**src/verilog/pfl_pkg.sv**
```systemverilog
// pfl_pkg: constants and carrier types for the pin function and load control bank
package pfl_pkg;

  // ----------------------------------------------------------------
  // register port geometry
  // ----------------------------------------------------------------
  localparam int unsigned ADDR_W  = 4;
  localparam int unsigned DATA_W  = 16;
  localparam int unsigned PINS    = 8;
  localparam int unsigned CODE_W  = 12;
  localparam int unsigned CHAN_W  = 3;

  // ----------------------------------------------------------------
  // register offsets on the internal register port
  // ----------------------------------------------------------------
  localparam logic [ADDR_W-1:0] ADDR_ANALOG_OUT  = 4'h5;
  localparam logic [ADDR_W-1:0] ADDR_PULLDOWN    = 4'h6;
  localparam logic [ADDR_W-1:0] ADDR_LOAD_POLICY = 4'h7;

  // ----------------------------------------------------------------
  // reset values and field layout
  // ----------------------------------------------------------------
  localparam logic [DATA_W-1:0] RST_ANALOG_OUT  = 16'h0000;
  localparam logic [DATA_W-1:0] RST_PULLDOWN    = 16'h00ff;
  localparam logic [DATA_W-1:0] RST_LOAD_POLICY = 16'h0000;
  localparam int unsigned       PIN_FIELD_MSB   = 7;
  localparam int unsigned       POLICY_MSB      = 1;

  // ----------------------------------------------------------------
  // load policy encodings
  // ----------------------------------------------------------------
  localparam logic [1:0] LOAD_IMMEDIATE = 2'h0;
  localparam logic [1:0] LOAD_HOLD      = 2'h1;
  localparam logic [1:0] LOAD_BULK      = 2'h2;
  localparam logic [1:0] LOAD_UNDEF     = 2'h3;

  // ----------------------------------------------------------------
  // carriers
  // ----------------------------------------------------------------
  typedef struct packed {
    logic              wr;
    logic              rd;
    logic [ADDR_W-1:0] addr;
    logic [DATA_W-1:0] wdata;
  } pfl_reg_req_t;

  typedef struct packed {
    logic              valid;
    logic [CHAN_W-1:0] chan;
    logic [CODE_W-1:0] data;
  } pfl_code_wr_t;

endpackage

```
**src/verilog/pfl_bank.sv**
```systemverilog
// pfl_bank: per-pin function selectors, pull-down selectors and converter load policy
// ------------------------------------------------------------------
// ------------------------------------------------------------------
`timescale 1ns/1ps

module pfl_bank (
  input  wire logic                                          clk,
  input  wire logic                                          rst_n,
  input  wire pfl_pkg::pfl_reg_req_t                         reg_req,
  input  wire logic                                          cfg_lock,
  input  wire pfl_pkg::pfl_code_wr_t                         code_wr,
  output logic [pfl_pkg::DATA_W-1:0]                         reg_rdata,
  output logic                                               reg_rvalid,
  output logic [pfl_pkg::PINS-1:0]                           pin_analog_out,
  output logic [pfl_pkg::PINS-1:0]                           pin_pulldown,
  output logic [1:0]                                         load_policy,
  output logic [pfl_pkg::PINS-1:0][pfl_pkg::CODE_W-1:0]      conv_code,
  output logic [pfl_pkg::PINS-1:0]                           conv_update
);

  // ----------------------------------------------------------------
  // register decode
  // ----------------------------------------------------------------
  logic                         wr_analog;
  logic                         wr_pulldown;
  logic                         wr_policy;
  logic                         bulk_load;
  logic                         immediate;

  assign wr_analog   = reg_req.wr && (reg_req.addr == pfl_pkg::ADDR_ANALOG_OUT);
  assign wr_pulldown = reg_req.wr && (reg_req.addr == pfl_pkg::ADDR_PULLDOWN);
  assign wr_policy   = reg_req.wr && (reg_req.addr == pfl_pkg::ADDR_LOAD_POLICY);
  // one event per write of the bulk code, never a level on the stored field
  assign bulk_load   = wr_policy
                       && (reg_req.wdata[pfl_pkg::POLICY_MSB:0] == pfl_pkg::LOAD_BULK);
  // undefined code falls back to immediate loading
  assign immediate   = (load_policy == pfl_pkg::LOAD_IMMEDIATE)
                       || (load_policy == pfl_pkg::LOAD_UNDEF);

  // ----------------------------------------------------------------
  // configuration registers and read path
  // ----------------------------------------------------------------
  logic [pfl_pkg::PINS-1:0]   next_pin_analog_out;
  logic [pfl_pkg::PINS-1:0]   next_pin_pulldown;
  logic [1:0]                 next_load_policy;
  logic [pfl_pkg::DATA_W-1:0] next_reg_rdata;
  logic                       next_reg_rvalid;

  always_comb begin
    next_pin_analog_out = pin_analog_out;
    next_pin_pulldown   = pin_pulldown;
    next_load_policy    = load_policy;
    // lock only guards the per-pin selectors; the load policy stays writable
    if (wr_analog && !cfg_lock) begin
      next_pin_analog_out = reg_req.wdata[pfl_pkg::PIN_FIELD_MSB:0];
    end
    if (wr_pulldown && !cfg_lock) begin
      next_pin_pulldown = reg_req.wdata[pfl_pkg::PIN_FIELD_MSB:0];
    end
    if (wr_policy) begin
      next_load_policy = reg_req.wdata[pfl_pkg::POLICY_MSB:0];
    end
    next_reg_rvalid = reg_req.rd;
    next_reg_rdata  = '0;
    if (reg_req.rd) begin
      unique case (reg_req.addr)
        pfl_pkg::ADDR_ANALOG_OUT: begin
          next_reg_rdata = {8'h00, pin_analog_out};
        end
        pfl_pkg::ADDR_PULLDOWN: begin
          next_reg_rdata = {8'h00, pin_pulldown};
        end
        pfl_pkg::ADDR_LOAD_POLICY: begin
          next_reg_rdata = {14'h0000, load_policy};
        end
        default: begin
          next_reg_rdata = '0;
        end
      endcase
    end
  end

  always_ff @(posedge clk or negedge rst_n) begin
    if (!rst_n) begin
      pin_analog_out <= pfl_pkg::RST_ANALOG_OUT[pfl_pkg::PIN_FIELD_MSB:0];
      pin_pulldown   <= pfl_pkg::RST_PULLDOWN[pfl_pkg::PIN_FIELD_MSB:0];
      load_policy    <= pfl_pkg::RST_LOAD_POLICY[pfl_pkg::POLICY_MSB:0];
      reg_rdata      <= '0;
      reg_rvalid     <= 1'b0;
    end else begin
      pin_analog_out <= next_pin_analog_out;
      pin_pulldown   <= next_pin_pulldown;
      load_policy    <= next_load_policy;
      reg_rdata      <= next_reg_rdata;
      reg_rvalid     <= next_reg_rvalid;
    end
  end

  // selectors leave the pin to the other configuration logic when zero;
  // this bank only claims a pin, it never decides a zero bit's function

  // ----------------------------------------------------------------
  // per-channel input and converter registers
  // ----------------------------------------------------------------
  logic [pfl_pkg::PINS-1:0][pfl_pkg::CODE_W-1:0] in_code;

  for (genvar ch = 0; ch < pfl_pkg::PINS; ch++) begin : g_chan
    logic                      hit;
    logic [pfl_pkg::CODE_W-1:0] next_in;
    logic [pfl_pkg::CODE_W-1:0] next_conv;
    logic                      next_upd;

    assign hit = code_wr.valid && (code_wr.chan == pfl_pkg::CHAN_W'(ch));

    always_comb begin
      next_in   = hit ? code_wr.data : in_code[ch];
      next_conv = conv_code[ch];
      next_upd  = 1'b0;
      // a same-cycle input write is folded into the bulk copy, so it is not lost
      if (bulk_load) begin
        next_conv = next_in;
        next_upd  = 1'b1;
      end else if (hit && immediate) begin
        next_conv = code_wr.data;
        next_upd  = 1'b1;
      end
      // hold and stored-bulk policies leave the converter register alone
    end

    always_ff @(posedge clk or negedge rst_n) begin
      if (!rst_n) begin
        in_code[ch]     <= '0;
        conv_code[ch]   <= '0;
        conv_update[ch] <= 1'b0;
      end else begin
        in_code[ch]     <= next_in;
        conv_code[ch]   <= next_conv;
        conv_update[ch] <= next_upd;
      end
    end
  end

  logic [pfl_pkg::ADDR_W-1:0] rd_addr_q;
  always_ff @(posedge clk or negedge rst_n) begin
    if (!rst_n) begin
      rd_addr_q <= '0;
    end else begin
      rd_addr_q <= reg_req.addr;
    end
  end
endmodule

```
**config.mk**
```make
export PLATFORM = sky130hd
export DESIGN_NAME = pfl_bank
export DESIGN_NICKNAME = d
export VERILOG_FILES = /design/src/verilog/pfl_pkg.sv /design/src/verilog/pfl_bank.sv
export SDC_FILE = /design/constraint.sdc
export NUM_CORES = 1
export LEC_CHECK = 0
export ABC_CLOCK_PERIOD_IN_PS = 3370
export BUFFER_PORTS_ARGS = -buffer_cell sky130_fd_sc_hd__buf_2
export CAP_MARGIN = 20
export CORE_MARGIN = 10
export CORE_UTILIZATION = 45
export CTS_BUF_LIST = sky130_fd_sc_hd__clkbuf_16
export DETAILED_ROUTE_END_ITERATION = 7
export HOLD_SLACK_MARGIN = 0.03
export PLACE_DENSITY = 0.68
export REMOVE_ABC_BUFFERS = 1
export SKIP_LAST_GASP = 1
export SLEW_MARGIN = 20
export SYNTH_ARGS = -nofsm -noshare
export SYNTH_HDL_FRONTEND = slang
export SYNTH_SLANG_ARGS = --single-unit
export TNS_END_PERCENT = 100
```
**constraint.sdc**
```tcl
create_clock -name clk -period 3.37 [get_ports clk]
set_clock_uncertainty 0.1 [all_clocks]
set_input_delay 0.674 -clock clk [delete_from_list [all_inputs] [get_ports clk]]
set_output_delay 0.674 -clock clk [all_outputs]
set_load 0.01 [all_outputs]
```
# Word level (Yosys, flattened, before mapping)
# Cells that the tools add are included.
totals:
  register_bits: 235
  inputBits: 41
  wordCells: 117
op_classes:
  eq_ne: 12
  mux: 42
  reduce_logical: 34
ops:
  columns: ["op", "n"]
  rows:
  - ["12-bit two-way mux", 24]
  - ["8-bit one-hot mux with 3 select lines", 1]
  - ["1-bit logical AND", 22]
  - ["1-bit two-way mux", 16]
  - ["16-bit two-way mux", 1]
  - ["2-bit nonzero test", 8]
  - ["3-bit equality test, second input constant", 4]
  - ["4-bit by 3-bit equality test with 1-bit output, second input constant", 3]
  - ["3-bit by 2-bit equality test with 1-bit output, second input constant", 2]
  - ["2-bit equality test, second input constant", 2]
  - ["3-bit by 1-bit equality test with 1-bit output, second input constant", 1]
  - ["3-bit logical NOT", 1]
  - ["2-bit logical NOT", 1]
  - ["1-bit logical NOT", 1]
  - ["1-bit logical OR", 1]

# Depth between registers and ports, before layout
logic_depth:
  word_depth: 5
  mapped_depth: 8
  depth_no_buf: 4

# Least setup slack after synthesis
# Ideal clock, no wire load.
synth_timing:
  kind: "input-to-reg"
  start: "in code_wr[12] (netlist name)"
  end: "reg conv_code[9] (netlist name)"
  setup_ns: 0.123
  t_arrival_ns: 1.928
  t_required_ns: 3.147
  path_slack_ns: 1.219
  cell_stages: 5
  path_buffers: 2
  cell_sequence: "buf_4 nor4b_4 buf_6 mux2_4 a2bb2oi_2"
synth_between:
  elab_chain_cells: 4
synth_lines:
  columns: ["item", "line_no", "rtl"]
  rows:
  - ["start, declared", "pfl_bank.sv:11", "input wire pfl_pkg::pfl_code_wr_t code_wr,"]
  - ["3-bit logical NOT", "pfl_bank.sv:113", "assign hit = code_wr.valid && (code_wr.chan == pfl_pkg::CHAN_W'(ch));"]
  - ["1-bit logical AND", "pfl_bank.sv:113", null]
  - ["12-bit two-way mux", "pfl_bank.sv:116", "next_in = hit ? code_wr.data : in_code[ch];"]
  - ["net g_chan[0].next_in (one bit)", "pfl_bank.sv:109", "logic [pfl_pkg::CODE_W-1:0] next_in;"]
  - ["12-bit two-way mux", "pfl_bank.sv:120", "if (bulk_load) begin"]
  - ["end signal, assigned by index", "pfl_bank.sv:137", "conv_code[ch] <= next_conv;"]
  - ["end, declared", "pfl_bank.sv:17", "output logic [pfl_pkg::PINS-1:0][pfl_pkg::CODE_W-1:0] conv_code,"]
# The timed path passes the listed nets, and every way through them passes these cells.
# A chain may end at the register's enable or synchronous reset.

# Worst setup path in the final report
layout_timing:
  start: "reg load_policy[1]"
  end: "reg conv_code[79] (netlist name)"
layout_between:
  elab_chain_cells: 4
layout_lines:
  columns: ["item", "line_no", "rtl"]
  rows:
  - ["start, declared", "pfl_bank.sv:16", "output logic [1:0] load_policy,"]
  - ["start signal, assigned", "pfl_bank.sv:87", "load_policy <= pfl_pkg::RST_LOAD_POLICY[pfl_pkg::POLICY_MSB:0];"]
  - ["start signal, assigned", "pfl_bank.sv:93", "load_policy <= next_load_policy;"]
  - ["2-bit equality test / 2-bit logical NOT (equally long branches)", "pfl_bank.sv:38, pfl_bank.sv:37", null]
  - ["1-bit logical OR *", "pfl_bank.sv:38", "|| (load_policy == pfl_pkg::LOAD_UNDEF);"]
  - ["1-bit logical AND *", "pfl_bank.sv:123", "end else if (hit && immediate) begin"]
  - ["2-bit nonzero test (no line) *", null, null]
# Every way passes the cells marked *; elsewhere a longest branch is shown, timed or not.

==> summary.txt <==
Status
  – Status: completed

Critical path
  – Critical path endpoint category: flip-flop
  – Register-to-register setup slack: 980 ps
  – Worst EP arrival: 2710 ps
  – Crit path max fanout: 13
  – Reg-to-reg critical path startpoint: load_policy[1]$_DFFE_PN0P_
  – Worst path required time: 3690 ps
  – CP Class: reg -> reg
  – Reg2reg end: conv_code[79]$_DFFE_PN0P_
  – Crit path launch type: flip-flop
  – Worst reg2reg path depth: 4

GRT
  – Largest net degree at the start of global routing: 81
  – Initial antenna violation count: 1
  – GR Util All Layers: 19.2%
  – First-pass GRT wire length: 43100 um
  – Total global routing overflow: 0
  – Vias in the first global route: 7364

Logic synthesis
  – Area contributors post-synth: dfrtp_1, nand2_1, a2bb2oi_1, mux2_2, a21oi_1
  – Synthesis-stage register bit count: 227
  – Post-synthesis area per instance: 10.9 um2
  – Sequential share of the synthesized area: 58.7%
  – Post-synth ARST share: 100%
  – Yosys top cell area share: 56.5%
  – EDFF count, synth: 0
  – Synthesized cell area: 9700 um2
  – Top FF cell, synth: dfrtp_1
  – Post-synthesis cell count: 892
  – Yosys cell types: 35
  – Yosys warning total: 0
  – Leading area contributor after synthesis: dfrtp_1

Finish
  – Filler Cells Inserted: 1923
  – Sequential Area: 5690 um2
  – Multi-input logic area: 3550 um2
  – Share of post-route cells with drive strength above 1: 29.4%
  – Finished Cell Area: 11300 um2
  – Fin nets: 1054
  – Area growth, synth to finish: 16.9%
  – Fin util: 53.8%

Timing
  – Max Fclk: 418 MHz
  – Fin crit period: 2390 ps
  – Unrepaired setup endpoints after global routing: no
  – Slew margin rel.: 41.5%
  – Post-route setup slack: 976 ps
  – Fin Setup TNS: 0 ps
  – Fin. Hold Viols: 0
  – Fin. max-slew vios: 0
  – Period Utilization, post-route: 71.0%
  – Final setup fails: 0
  – Worst-Margin Slew: 877 ps

CTS
  – Clock latency on the worst-skew pair: 510 ps
  – Clk buf depth: 3
  – Hold buffers post-CTS: 0
  – CTS H-tree lvls: 1
  – Post-CTS setup buffer count: 0
  – CTS resizes: 0
  – Clock root buffer: clkbuf_16
  – CTS tree: yes
  – TritonCTS Buffers: 24
  – Worst-path clk slew: 60 ps
  – Clk sinks: 227

Power
  – Comb pwr share: 25.5%
  – Sw Pwr: 2600 uW
  – Peak VDD IR: 0.000390 V
  – Clock Power Share: 29.3%
  – Leakage: 0.00574 uW
  – Total Power: 8350 uW
  – Pwr dens: 736 nW/um2
  – Cell Int Power: 5750 uW
  – Sw Share: 31.2%
  – Sequential power share: 45.1%

Floorplanning
  – Die Ht: 167 um
  – Std cell rows: 53
  – IO Pins: 180
  – Die Wd: 167 um
  – Initial core utilization: 46.0%
  – Die area: 27800 um2
  – Core area: 21100 um2

Route
  – 1st-pass router iterations: 5
  – Drt total wl: 27700 um
  – Via count: 7155
  – DR iter-0 viols: 520
  – Wire per inst: 21.2 um
  – Remaining antenna violation count: 0
  – Remaining DRCs: 0
  – Vias per cell: 5.47

Flow run
  – Max cap viols: 0

Placement
  – Port bufs: 163
  – Dpl cell area: 10600 um2
  – GPL Wtd Cong: 0.787
  – DP HPWL: 17600 um
  – Setup Slack @ Placement: 960 ps

Worst hold path
  – Tightest Hold Check Type: in -> async
-- cell usage in the layout (no fill, tap or decap), types with 2 or more instances in the layout --
cell type  count
and4bb_1       2
mux2_2        62
nand4b_1       3
clkbuf_16     25
and4b_1        3
buf_4         19
a221o_1        2
nor2b_1        2
conb_1         8
dfstp_2        8
mux2_4         6
a2bb2oi_1     88
buf_12         3
and2_1         6
clkinv_2       3
nand2_1      256
buf_2        162
and2_0         6
nor2_1        10
o21a_1         2
dfrtp_1      219
a21oi_1       94
inv_1          8
a2bb2oi_2      6
clkinv_1       7
a22oi_1        8
-- final cells by class --
cell class	count	share of cell area, %
flip-flops and latches	227	50.2
multi-input cells	575	31.3
repair buffers	185	9.07
clock buffers	25	5.52
well taps	275	3.03
clock inverters	19	0.894
diodes	1	0.0221
-- power groups by stage --
stage / Sequential, uW / Clock, uW / Combinational [uW]
floorplan: 3970 / 0 / 953
global placement: 3780 / 0 / 2130
detailed placement: 3810 / 0 / 2170
CTS: 3770 / 2500 / 2180
global route: 3850 / 2630 / 2350
finish: 3770 / 2450 / 2130
-- how the worst max path moves through the flow --
stage | startpoint | to | slack (ps) | cells past startpoint
3_5_place_dp | code_wr[13] | conv_code[57]$_DFFE_PN0P_ | 960 | 6
2_1_floorplan | reg_req[19] | conv_code[32]$_DFFE_PN0P_ | -800 | 4
5_1_grt | load_policy[1]$_DFFE_PN0P_ | conv_code[89]$_DFFE_PN0P_ | 840 | 4
3_3_place_gp | load_policy[1]$_DFFE_PN0P_ | conv_code[15]$_DFFE_PN0P_ | 1000 | 4
6_report | load_policy[1]$_DFFE_PN0P_ | conv_code[79]$_DFFE_PN0P_ | 980 | 4
4_1_cts | load_policy[1]$_DFFE_PN0P_ | conv_code[15]$_DFFE_PN0P_ | 940 | 4
-- per-stage QoR --
step                      hold slack, ps  instances
after floorplan                      278        802
after global placement               354       1262
after detailed placement             361       1262
after CTS                           69.8       1306
after global routing                91.3       1306
final                               64.1       1307
-- per-layer routing --
| layer | vias up | track usage (%) | routed length [um] |
|---|---|---|---|
| li1 | 3290 | - | - |
| met1 | 3558 | 24.9 | 12000 |
| met2 | 257 | 30.4 | 12700 |
| met3 | 50 | 5.88 | 2330 |
| met4 | 0 | 5.27 | 705 |
| met5 | - | 0 | 0 |
-- cell families (layout without fill, tap and decap cells) --
family | count (synthesis) | in the layout | share of synthesized area (%)
compound gates | 200 | 200 | 14.7
other cells | 1 | 9 | 0.0387
xor+xnor | 1 | 1 | 0.0903
mux | 68 | 68 | 8.13
buf+inv | 97 | 229 | 5.20
flops | 227 | 227 | 58.7
simple gates | 298 | 298 | 13.1
-- critical path, cell delays in order, from the launching register on --
cell	delay [ps]
dfrtp_1	430
xnor2_2	630
and2_0	790
a21oi_1	170
a2bb2oi_1	180
-- synthesized netlist by cell type, types with 2 or more instances --
cell type	count
nand2_1	256
dfrtp_1	219
a21oi_1	94
a2bb2oi_1	88
mux2_2	62
clkbuf_1	41
buf_2	34
buf_4	14
nor2_1	10
a22oi_1	8
dfstp_2	8
a2bb2oi_2	6
and2_0	6
and2_1	6
buf_6	6
mux2_4	6
and4b_1	3
nand4b_1	3
a221o_1	2
and4bb_1	2
buf_1	2
nor2b_1	2
o21a_1	2
-- sequential cells by signal, indices dropped and copies added, names as in the netlist --
register,flops
conv_code,96
pin_pulldown,8
in_code,96
pin_analog_out,8
conv_update,8
reg_rdata,8
load_policy,2
reg_rvalid,1
Note: power is estimated with default switching activity, not from simulation.
